[src/rtl/pmcs_pkg.sv]
// constants, types and decode helpers for the power mode clock selector
// assumes a 250 MHz register clock and synchronous source tick inputs
package pmcs_pkg;
   // ---------------------------------------------------------------
   // register map (byte addresses, one word each)
   // ---------------------------------------------------------------
   localparam logic [7:0] ADDR_CFG = 8'h00;
   localparam logic [7:0] ADDR_T1 = 8'h04;
   localparam logic [7:0] ADDR_MODE = 8'h08;
   // ---------------------------------------------------------------
   // field positions and reset values
   // ---------------------------------------------------------------
   localparam int GATE_BIT = 7;
   localparam int PRF_BIT = 3;
   localparam int ISF_BIT = 2;
   localparam int SEL_LO_BIT = 0;
   localparam int T1_RUN_BIT = 6;
   localparam int T1_OSCEN_BIT = 3;
   localparam logic [7:0] CFG_RST = 8'h00;
   localparam logic T1_OSCEN_RST = 1'b0;
   // ---------------------------------------------------------------
   // timing
   // ---------------------------------------------------------------
   localparam int CLK_PERIOD_NS = 4;
   localparam int WAKE_DLY_NS = 10000;
   localparam int WAKE_DLY_CYC =
      (WAKE_DLY_NS + CLK_PERIOD_NS - 1) / CLK_PERIOD_NS;
   localparam logic [11:0] WAKE_DLY_CNT = 12'(WAKE_DLY_CYC);
   localparam logic [3:0] SWITCH_TICKS = 4'h8;
   // ---------------------------------------------------------------
   // types
   // ---------------------------------------------------------------
   typedef enum logic [1:0] {
      SRC_PRI = 2'b00,
      SRC_SEC = 2'b01,
      SRC_INT = 2'b10
   } pmcs_src_t;
   typedef enum logic [2:0] {
      ST_RUN = 3'b000,
      ST_STOP = 3'b001,
      ST_SWITCH = 3'b010,
      ST_IDLE = 3'b011,
      ST_SLEEP = 3'b100,
      ST_WAKE = 3'b101,
      ST_WAITP = 3'b110
   } pmcs_state_t;
   // select field to source: 1x is the internal block
   function automatic pmcs_src_t pmcs_src_f(input logic [1:0] sel);
      if (sel[1]) begin
         return SRC_INT;
      end else if (sel[0]) begin
         return SRC_SEC;
      end else begin
         return SRC_PRI;
      end
   endfunction
endpackage

[src/rtl/pmcs_top.sv]
// power mode and clock source selector with apb register access
// assumes source ticks, wake and ready inputs synchronous to pclk
//
// Summary of operation
// - gate bit 7 stops cpu; select bits 1:0 pick pri, sec, internal.
// - power-down with gate 0 and select 00 enters sleep, all clocks off.
// - idle modes stop cpu clock, peripherals run from selected source.
// - run modes clock cpu and peripherals from secondary or internal.
// - select writes do not change the source until power-down.
// - clocks stop the cycle after power-down, before the switch.
// - switch waits eight ticks of the new source before resuming.
// - unless primary clocks the system, at most one source flag is set.
// - primary flag set while primary clocks the system and is ready.
// - internal flag set while stable fast internal osc clocks system.
// - secondary flag in timer1 register set while timer1 osc clocks.
// - no flag set means slow rc or unstable fast internal osc.
// - internal primary lets both primary and internal flags be set.
// - moving to internal rc mode clears the primary flag.
// - each power-down samples the bits and enters the mode they name.
// - a different selected source on power-down causes a switch.
// - watchdog wakes from sleep or idle, resets in run modes.
// - idle wake runs on same source, then returns to primary.
// - hardware never alters the gate or select bits.
// - sleep wake waits for primary unless two-speed start is on.
// - interrupt, reset or watchdog returns every mode to primary run.
// - setting select low bit is ignored while secondary osc is off.
// - cpu execution waits about 10 us after an idle wake.
// - sleep shuts the primary oscillator and clears its flag.
//
// The APB interface to the registers and the register offsets are this design's own decisions.
`timescale 1ns/1ns
module pmcs_top (
   // clock and reset
   input wire logic pclk,
   input wire logic presetn,
   // apb slave
   input wire logic psel,
   input wire logic penable,
   input wire logic pwrite,
   input wire logic [7:0] paddr,
   input wire logic [31:0] pwdata,
   output logic [31:0] prdata,
   output logic pready,
   output logic pslverr,
   // cpu side events
   input wire logic pwr_down_exec,
   input wire logic wake_irq,
   input wire logic wdt_timeout,
   // oscillator status
   input wire logic pri_ready,
   input wire logic pri_is_fast_internal_osc,
   input wire logic fast_internal_osc_stable,
   input wire logic two_speed_en,
   input wire logic pri_tick,
   input wire logic sec_tick,
   input wire logic int_tick,
   // clock control
   output logic cpu_clk_en,
   output logic per_clk_en,
   output logic [1:0] sys_src,
   output logic pri_osc_en,
   output logic wdt_reset,
   output logic cpu_ready
);
   import pmcs_pkg::*;
   // ---------------------------------------------------------------
   // state
   // ---------------------------------------------------------------
   pmcs_state_t state_r, state_nxt;
   pmcs_src_t cur_src_r, tgt_src_r;
   logic tgt_idle_r, tgt_sleep_r, back_pri_r, t1_oscen_r;
   logic [7:0] cfg_r;
   logic prf_r, isf_r, ssf_r;
   logic cpu_clk_en_r, per_clk_en_r, cpu_ready_r;
   logic [1:0] sys_src_r;
   logic pri_osc_en_r, wdt_reset_r;
   logic [31:0] prdata_r;
   logic sw_done, wk_done, sw_start, wk_start;
   logic new_tick, wake_ev, clocked, cfg_gate, cfg_sleep;
   pmcs_src_t cfg_src;
   logic wr_en, mapped;

   assign cfg_gate = cfg_r[GATE_BIT];
   assign cfg_src = pmcs_src_f(cfg_r[1:0]);
   assign cfg_sleep = !cfg_gate && (cfg_src == SRC_PRI);
   assign wake_ev = wake_irq || wdt_timeout;
   assign clocked = (state_r == ST_RUN) || (state_r == ST_IDLE) ||
                    (state_r == ST_WAKE);

   // ---------------------------------------------------------------
   // mode sequencer
   // ---------------------------------------------------------------
   always_comb begin
      state_nxt = state_r;
      case (state_r)
         ST_RUN: begin
            if (pwr_down_exec) begin
               state_nxt = ST_STOP;
            end else if (back_pri_r && pri_ready &&
                         cur_src_r != SRC_PRI) begin
               state_nxt = ST_STOP;
            end
         end
         ST_STOP: begin
            if (tgt_sleep_r) begin
               state_nxt = ST_SLEEP;
            end else if (tgt_src_r != cur_src_r) begin
               state_nxt = ST_SWITCH;
            end else if (tgt_idle_r) begin
               state_nxt = ST_IDLE;
            end else begin
               state_nxt = ST_RUN;
            end
         end
         ST_SWITCH: begin
            if (sw_done) begin
               state_nxt = tgt_idle_r ? ST_IDLE : ST_RUN;
            end
         end
         ST_IDLE: begin
            if (wake_ev) begin
               state_nxt = ST_WAKE;
            end
         end
         ST_WAKE: begin
            if (wk_done) begin
               state_nxt = ST_RUN;
            end
         end
         ST_SLEEP: begin
            if (wake_ev) begin
               // internal mux clocks meanwhile only with two-speed start
               state_nxt = two_speed_en ? ST_SWITCH : ST_WAITP;
            end
         end
         ST_WAITP: begin
            if (pri_ready) begin
               state_nxt = ST_SWITCH;
            end
         end
         default: begin
            state_nxt = ST_RUN;
         end
      endcase
   end

   always_ff @(posedge pclk or negedge presetn) begin
      if (!presetn) begin
         state_r <= ST_RUN;
      end else begin
         state_r <= state_nxt;
      end
   end

   // ---------------------------------------------------------------
   // target latch, sampled only at the power-down strobe
   // ---------------------------------------------------------------
   always_ff @(posedge pclk or negedge presetn) begin
      if (!presetn) begin
         tgt_src_r <= SRC_PRI;
         tgt_idle_r <= 1'b0;
         tgt_sleep_r <= 1'b0;
      end else if (state_r == ST_RUN && pwr_down_exec) begin
         tgt_src_r <= cfg_src;
         tgt_idle_r <= cfg_gate;
         tgt_sleep_r <= cfg_sleep;
      end else if (state_r == ST_RUN && state_nxt == ST_STOP) begin
         tgt_src_r <= SRC_PRI;
         tgt_idle_r <= 1'b0;
         tgt_sleep_r <= 1'b0;
      end else if (state_r == ST_SLEEP && wake_ev) begin
         tgt_src_r <= two_speed_en ? SRC_INT : SRC_PRI;
         tgt_idle_r <= 1'b0;
         tgt_sleep_r <= 1'b0;
      end
   end

   // ---------------------------------------------------------------
   // active source and pending return to primary
   // ---------------------------------------------------------------
   always_ff @(posedge pclk or negedge presetn) begin
      if (!presetn) begin
         cur_src_r <= SRC_PRI;
      end else if (state_r == ST_SWITCH && sw_done) begin
         cur_src_r <= tgt_src_r;
      end
   end

   always_ff @(posedge pclk or negedge presetn) begin
      if (!presetn) begin
         back_pri_r <= 1'b0;
      end else if (state_r == ST_RUN && pwr_down_exec) begin
         back_pri_r <= 1'b0;
      end else if (state_r == ST_RUN && cur_src_r == SRC_PRI) begin
         back_pri_r <= 1'b0;
      end else if (wake_ev && (state_r == ST_IDLE ||
                   state_r == ST_SLEEP)) begin
         back_pri_r <= 1'b1;
      end else if (state_r == ST_RUN && wake_irq) begin
         back_pri_r <= 1'b1;
      end
   end

   // ---------------------------------------------------------------
   // switch tick counter and wake delay
   // ---------------------------------------------------------------
   always_comb begin
      case (tgt_src_r)
         SRC_PRI: new_tick = pri_tick;
         SRC_SEC: new_tick = sec_tick;
         SRC_INT: new_tick = int_tick;
         default: new_tick = 1'b0;
      endcase
   end

   // ticks are counted only after the stop cycle, so the pause spans
   // about seven to eight periods of the incoming source
   assign sw_start = (state_nxt == ST_SWITCH) &&
                     (state_r != ST_SWITCH);
   assign wk_start = (state_nxt == ST_WAKE) && (state_r != ST_WAKE);

   pmcs_tick_cnt u_tick_cnt (
      .pclk(pclk),
      .presetn(presetn),
      .clr(sw_start),
      .en(state_r == ST_SWITCH),
      .tick(new_tick),
      .done(sw_done)
   );

   pmcs_wake_tmr u_wake_tmr (
      .pclk(pclk),
      .presetn(presetn),
      .start(wk_start),
      .done(wk_done)
   );

   // ---------------------------------------------------------------
   // clock gate outputs
   // ---------------------------------------------------------------
   always_ff @(posedge pclk or negedge presetn) begin
      if (!presetn) begin
         cpu_clk_en_r <= 1'b1;
         per_clk_en_r <= 1'b1;
         cpu_ready_r <= 1'b1;
      end else begin
         cpu_clk_en_r <= (state_nxt == ST_RUN);
         per_clk_en_r <= (state_nxt == ST_RUN) ||
                         (state_nxt == ST_IDLE) ||
                         (state_nxt == ST_WAKE);
         cpu_ready_r <= (state_nxt == ST_RUN);
      end
   end

   always_ff @(posedge pclk or negedge presetn) begin
      if (!presetn) begin
         sys_src_r <= SRC_PRI;
      end else if (state_r == ST_SWITCH && sw_done) begin
         sys_src_r <= tgt_src_r;
      end
   end

   // primary stays up only where it clocks the system or is awaited
   always_ff @(posedge pclk or negedge presetn) begin
      if (!presetn) begin
         pri_osc_en_r <= 1'b1;
      end else if (state_r == ST_STOP) begin
         pri_osc_en_r <= !tgt_sleep_r &&
                         (tgt_src_r == SRC_PRI);
      end else if (back_pri_r || state_r == ST_WAITP) begin
         pri_osc_en_r <= 1'b1;
      end else if (state_r == ST_SLEEP && wake_ev) begin
         pri_osc_en_r <= 1'b1;
      end
   end

   always_ff @(posedge pclk or negedge presetn) begin
      if (!presetn) begin
         wdt_reset_r <= 1'b0;
      end else begin
         wdt_reset_r <= (state_r == ST_RUN) && wdt_timeout;
      end
   end

   // ---------------------------------------------------------------
   // source status flags
   // ---------------------------------------------------------------
   always_ff @(posedge pclk or negedge presetn) begin
      if (!presetn) begin
         prf_r <= 1'b0;
         isf_r <= 1'b0;
         ssf_r <= 1'b0;
      end else begin
         prf_r <= clocked && cur_src_r == SRC_PRI && pri_ready;
         isf_r <= clocked && fast_internal_osc_stable &&
                  (cur_src_r == SRC_INT ||
                   (cur_src_r == SRC_PRI && pri_is_fast_internal_osc));
         ssf_r <= clocked && cur_src_r == SRC_SEC;
      end
   end

   // ---------------------------------------------------------------
   // apb registers
   // ---------------------------------------------------------------
   assign mapped = (paddr == ADDR_CFG) || (paddr == ADDR_T1) ||
                   (paddr == ADDR_MODE);
   assign wr_en = psel && penable && pwrite;

   // hardware never touches cfg_r, so wake leaves it as written
   always_ff @(posedge pclk or negedge presetn) begin
      if (!presetn) begin
         cfg_r <= CFG_RST;
      end else if (wr_en && paddr == ADDR_CFG) begin
         cfg_r[GATE_BIT] <= pwdata[GATE_BIT];
         cfg_r[1] <= pwdata[1];
         if (t1_oscen_r || !pwdata[SEL_LO_BIT]) begin
            cfg_r[SEL_LO_BIT] <= pwdata[SEL_LO_BIT];
         end
      end
   end

   always_ff @(posedge pclk or negedge presetn) begin
      if (!presetn) begin
         t1_oscen_r <= T1_OSCEN_RST;
      end else if (wr_en && paddr == ADDR_T1) begin
         t1_oscen_r <= pwdata[T1_OSCEN_BIT];
      end
   end

   // read data captured in the setup phase, presented in access
   always_ff @(posedge pclk or negedge presetn) begin
      if (!presetn) begin
         prdata_r <= 32'h0000_0000;
      end else if (psel && !penable && !pwrite) begin
         prdata_r <= 32'h0000_0000;
         case (paddr)
            ADDR_CFG: begin
               prdata_r[GATE_BIT] <= cfg_r[GATE_BIT];
               prdata_r[PRF_BIT] <= prf_r;
               prdata_r[ISF_BIT] <= isf_r;
               prdata_r[1:0] <= cfg_r[1:0];
            end
            ADDR_T1: begin
               prdata_r[T1_RUN_BIT] <= ssf_r;
               prdata_r[T1_OSCEN_BIT] <= t1_oscen_r;
            end
            ADDR_MODE: begin
               prdata_r[4:2] <= state_r;
               prdata_r[1:0] <= cur_src_r;
            end
            default: begin
               prdata_r <= 32'h0000_0000;
            end
         endcase
      end
   end

   assign pready = 1'b1;
   assign pslverr = psel && penable && !mapped;
   assign prdata = prdata_r;
   assign cpu_clk_en = cpu_clk_en_r;
   assign per_clk_en = per_clk_en_r;
   assign sys_src = sys_src_r;
   assign pri_osc_en = pri_osc_en_r;
   assign wdt_reset = wdt_reset_r;
   assign cpu_ready = cpu_ready_r;
endmodule

[src/rtl/pmcs_tick_cnt.sv]
// counts ticks of the incoming clock source during a switch
// assumes tick is a one-cycle pulse per period of that source
`timescale 1ns/1ns
module pmcs_tick_cnt (
   // clock and reset
   input wire logic pclk,
   input wire logic presetn,
   // control
   input wire logic clr,
   input wire logic en,
   input wire logic tick,
   // result
   output logic done
);
   import pmcs_pkg::*;
   logic [3:0] cnt_r;
   always_ff @(posedge pclk or negedge presetn) begin
      if (!presetn) begin
         cnt_r <= 4'h0;
      end else if (clr) begin
         cnt_r <= 4'h0;
      end else if (en && tick && !done) begin
         cnt_r <= cnt_r + 4'h1;
      end
   end
   assign done = (cnt_r == SWITCH_TICKS);
endmodule

[src/rtl/pmcs_wake_tmr.sv]
// cpu ready delay after a wake from an idle mode
// assumes start is a single-cycle pulse
`timescale 1ns/1ns
module pmcs_wake_tmr (
   // clock and reset
   input wire logic pclk,
   input wire logic presetn,
   // control
   input wire logic start,
   // result
   output logic done
);
   import pmcs_pkg::*;
   logic [11:0] cnt_r;
   always_ff @(posedge pclk or negedge presetn) begin
      if (!presetn) begin
         cnt_r <= 12'h000;
      end else if (start) begin
         cnt_r <= WAKE_DLY_CNT;
      end else if (cnt_r != 12'h000) begin
         cnt_r <= cnt_r - 12'h001;
      end
   end
   assign done = (cnt_r == 12'h001);
endmodule

[config.mk]
export PLATFORM = sky130hd
export DESIGN_NAME = pmcs_top
export DESIGN_NICKNAME = d
export VERILOG_FILES = /design/src/rtl/pmcs_pkg.sv /design/src/rtl/pmcs_top.sv /design/src/rtl/pmcs_tick_cnt.sv /design/src/rtl/pmcs_wake_tmr.sv
export SDC_FILE = /design/constraint.sdc
export NUM_CORES = 1
export LEC_CHECK = 0
export ABC_CLOCK_PERIOD_IN_PS = 3700
export BUFFER_PORTS_ARGS = -buffer_cell sky130_fd_sc_hd__buf_2
export CORE_ASPECT_RATIO = 2
export CORE_UTILIZATION = 50
export DETAILED_ROUTE_END_ITERATION = 7
export PLACE_DENSITY = 0.81
export SYNTH_ARGS = -nofsm -noshare
export SYNTH_HDL_FRONTEND = slang
export SYNTH_SLANG_ARGS = --single-unit
[constraint.sdc]
create_clock -name pclk -period 3.7 [get_ports pclk]
set_clock_uncertainty 0.05 [all_clocks]
set_input_delay 0.74 -clock pclk [delete_from_list [all_inputs] [get_ports pclk]]
set_output_delay 0.74 -clock pclk [all_outputs]
set_load 0.01 [all_outputs]
==> qor.json <==
{
  "route.detailed.drc": {"value": 0},
  "antenna_found_initial": {"value": 0},
  "synth_top_cell_by_area": {"value": "dfrtp_1"},
  "layout.nets": {"value": 374},
  "hold_violations": {"value": 0},
  "clock_latency": {"value": 300, "unit": "ps"},
  "avg_wl_per_cell": {"value": 14.32, "unit": "um"},
  "finish.utilization": {"value": 57.14, "unit": "%"},
  "placeableCoreArea": {"value": 0.004910, "unit": "sq mm"},
  "multi_input_comb_area": {"value": 0.001303, "unit": "sq mm"},
  "timing.final.crit_share": {"value": 66.90, "unit": "%"},
  "final_report_setup_violation_count": {"value": 0},
  "via_count_of_the_first_global_routing_pass": {"value": 2039},
  "worst_setup_start_kind": {"value": "input port"},
  "globalRouteOverflowTotal": {"value": 0},
  "synth_register_bits": {"value": 44},
  "timing_worst_setup_path_type": {"value": "input port to primary output"},
  "synth_top_cells_by_area": {"value": "dfrtp_1, buf_4, nor2_1"},
  "timing.hold.worst.class": {"value": "flop to flop"},
  "post-dp-hpwl": {"value": 4071, "unit": "um"},
  "period_needed": {"value": 2475, "unit": "ps"},
  "slew_at_the_pin_closest_to_its_max_slew_limit": {"value": 956.3, "unit": "ps"},
  "global_route_wire_length_before_repair": {"value": 9073, "unit": "um"},
  "rsz0062_at_grt": {"value": "false"},
  "fmax": {"value": 404.0, "unit": "MHz"},
  "postLayoutCellArea": {"value": 0.002805, "unit": "sq mm"},
  "post-cts-setup-buffers": {"value": 0},
  "synthesized_instance_count": {"value": 279},
  "cts.hold.buffers_added": {"value": 0},
  "fp.dieArea": {"value": 0.005492, "unit": "sq mm"},
  "fp.dieW": {"value": 52.91, "unit": "um"},
  "htreeDepth": {"value": 2},
  "worst_slew_margin_rel": {"value": 36.24, "unit": "%"},
  "netlist-cell-type-count": {"value": 55},
  "worst_hold_slack": {"value": 412.4, "unit": "ps"},
  "first_iter_violations": {"value": 37},
  "number_of_enable_type_register_cells_in_the_synthesized_netlist": {"value": 0},
  "cts_tree": {"value": "built"},
  "max_cap_viol_count": {"value": 0},
  "vdd.ir_drop.worst": {"value": 0.4633, "unit": "mV"},
  "start_util": {"value": 52.78, "unit": "%"},
  "total_power": {"value": 0.001697, "unit": "W"},
  "tns": {"value": 0, "unit": "ps"},
  "clock_tree.root_cell": {"value": "clkbuf_8"},
  "report.final.slew_viol_count": {"value": 0},
  "grt_start_max_net_pins": {"value": 45},
  "port_buffers": {"value": 41},
  "p_leak": {"value": 1.381, "unit": "nW"},
  "register_area": {"value": 0.001105, "unit": "sq mm"},
  "result_of_the_run": {"value": "finished, final reports clean"},
  "maximum_net_fanout_on_the_critical_path": {"value": 4},
  "layout.filler_cells": {"value": 477},
  "clock_slew_at_the_register_clock_pins_of_the_worst_setup_and_hold_paths": {"value": 70, "unit": "ps"},
  "critical_path_arrival": {"value": 1690, "unit": "ps"},
  "synth_top_area_share": {"value": 39.59, "unit": "%"},
  "critical_path_required": {"value": 2910, "unit": "ps"},
  "totalWireLength": {"value": 5343, "unit": "um"},
  "global_route.usage.total": {"value": 22.21, "unit": "%"},
  "dr_total_vias": {"value": 2084},
  "power-per-cell-area": {"value": 605.1, "unit": "mW/mm^2"},
  "post_route_cells_drive_above_1_share": {"value": 19.94, "unit": "%"},
  "clockBufferDepth": {"value": 2},
  "cts.sink_count": {"value": 44},
  "vert_die_dim": {"value": 103.8, "unit": "um"},
  "timing.critical_path.to_type": {"value": "primary output"},
  "antenna_cells_inserted": {"value": 0},
  "asyncSetResetFlopFracSynth": {"value": 100.0, "unit": "%"},
  "detailed_routing_iterations_pass_1": {"value": 4},
  "cts_buffers": {"value": 5},
  "dpl-instance-area": {"value": 0.002718, "unit": "sq mm"},
  "floorplan.rows": {"value": 36},
  "detail_route.vias_per_cell": {"value": 5.587},
  "flow.area_growth_from_synthesis": {"value": 8.257, "unit": "%"},
  "yosysWarnings": {"value": 0},
  "post_synth_instance_area": {"value": 0.002591, "unit": "sq mm"},
  "syn_avg_cell_area": {"value": 9.288, "unit": "sq um"},
  "ys_seq_area_share": {"value": 42.64, "unit": "%"},
  "ant_nets": {"value": 0},
  "io-pin-count": {"value": 96},
  "gp_routability_congestion": {"value": 0.8906},
  "synth-main-ff-cell": {"value": "dfrtp_1"},
  "cts_resized": {"value": 0}
}
==> power breakdown <==
part           internal (W)  switching [W]
Combinational      0.000265       0.000335
Clock              0.000132       0.000163
Sequential         0.000624       0.000179
==> final timing paths <==
kind / cells past startpoint / startpoint / slack [ps] / to
setup / recovery: 6 / paddr[5] / 1220 / pslverr
hold / removal: 2 / prdata[7]$_DFFE_PN0P_ / 410 / prdata[7]$_DFFE_PN0P_
setup reg to reg: 4 / state_r[1]$_DFF_PN0_ / 1390 / u_tick_cnt.cnt_r[0]$_DFFE_PN0P_
hold reg to reg: 2 / prdata[7]$_DFFE_PN0P_ / 410 / prdata[7]$_DFFE_PN0P_
max in group asynchronous: 1 / presetn / 2460 / back_pri_r$_DFFE_PN0P_
min in group asynchronous: 1 / presetn / 540 / u_tick_cnt.cnt_r[2]$_DFFE_PN0P_
==> critical path: stages <==
cell and delay, ps:
buf_2 90, nor4_1 340, nand2_1 160, a21oi_1 160, nor2_1 50, buf_2 140
==> area by class of cell <==
| cell class | instances | area share [%] |
|---|---|---|
| clock buffers | 5 | 2.453 |
| clock inverters | 3 | 0.6690 |
| inverters | 9 | 1.204 |
| multi-input cells | 214 | 46.43 |
| flip-flops and latches | 44 | 39.38 |
| well taps | 57 | 2.542 |
| repair buffers | 41 | 7.315 |
==> cells in the mapped netlist (all sizes together), types with 3 or more instances <==
cell	count
ha	4
xor2	7
dfstp	3
clkbuf	6
nand3	9
and3	4
inv	9
o31ai	3
and2	3
nor2b	5
nor3b	5
a21oi	11
dfrtp	41
nor4	4
buf	30
a221oi	4
o21ai	9
nand3b	3
mux2i	5
xnor2	5
nor3	12
nor4b	3
mux2	5
nand2	24
nor2	30
==> sequential cells by signal (all words and copies together) (netlist names) <==
signal,count
pri_osc_en,1
cfg_gate,1
prdata,7
u_tick_cnt.cnt_r,4
sys_src,2
u_wake_tmr.cnt_r,12
tgt_src_r,2
cpu_ready,1
wdt_reset,1
state_r,3
t1_oscen_r,1
prf_r,1
cfg_r,2
tgt_sleep_r,1
isf_r,1
tgt_idle_r,1
per_clk_en,1
ssf_r,1
back_pri_r,1
==> through the flow <==
| stage | worst slack (ps) | cells |
|---|---|---|
| after floorplan | 1547 | 303 |
| after global placement | 1278 | 365 |
| after detailed placement | 1226 | 365 |
| after CTS | 1220 | 373 |
| after global routing | 1134 | 373 |
| final | 1225 | 373 |
==> metal layers <==
metal  global-route usage, %  vias to the layer above  share of wire (%)
li1                        -                     1007                  -
met1                   25.00                      982                 36
met2                   38.43                       82                 56
met3                   3.231                       13                4.6
met4                   11.09                        0                3.1
met5                       0                        -                  0
==> layout by cell type (no fill, tap or decap), types with 2 or more instances in the layout <==
master | Yosys | final
mux2_2 | 5 | 5
dfrtp_1 | 41 | 41
conb_1 | 2 | 26
nand3_1 | 9 | 9
a21oi_1 | 11 | 11
buf_2 | 3 | 41
ha_1 | 4 | 4
nor4b_1 | 3 | 3
nand4_1 | 2 | 2
nor3b_1 | 5 | 5
dfstp_2 | 3 | 3
nor4_1 | 4 | 4
nand2_1 | 24 | 24
nor3_2 | 2 | 2
and2_1 | 2 | 2
o211ai_1 | 2 | 2
a21o_1 | 2 | 2
or3_1 | 2 | 2
a31oi_1 | 2 | 2
a22o_1 | 2 | 2
or2_2 | 2 | 2
mux2i_1 | 5 | 5
o32ai_1 | 2 | 2
a221oi_1 | 4 | 4
nand3b_1 | 3 | 3
o31ai_1 | 3 | 3
xnor2_1 | 5 | 5
clkbuf_8 | 0 | 5
and3_1 | 4 | 4
inv_1 | 9 | 9
o21ai_1 | 2 | 2
o21ai_0 | 7 | 7
nor2b_1 | 5 | 5
nor3_1 | 10 | 10
xor2_1 | 7 | 7
clkinv_2 | 0 | 2
nor2_1 | 30 | 30
==> kinds of logic (layout without fill, tap and decap cells) <==
group                    count (synthesis)  in the layout  share of synthesized area (%)
AO/OA/AOI/OAI                           47             47                          12.89
XOR/XNOR                                12             12                          4.056
adder cells (fa/ha/maj)                  4              4                          1.932
buffers and inverters                   45             58                          10.57
flip-flops                              44             44                          42.64
multiplexers                            10             10                          4.104
other                                    2             26                         0.2898
AND/OR/NAND/NOR                        115            115                          23.52
Note: power is estimated with default switching activity, not from simulation.
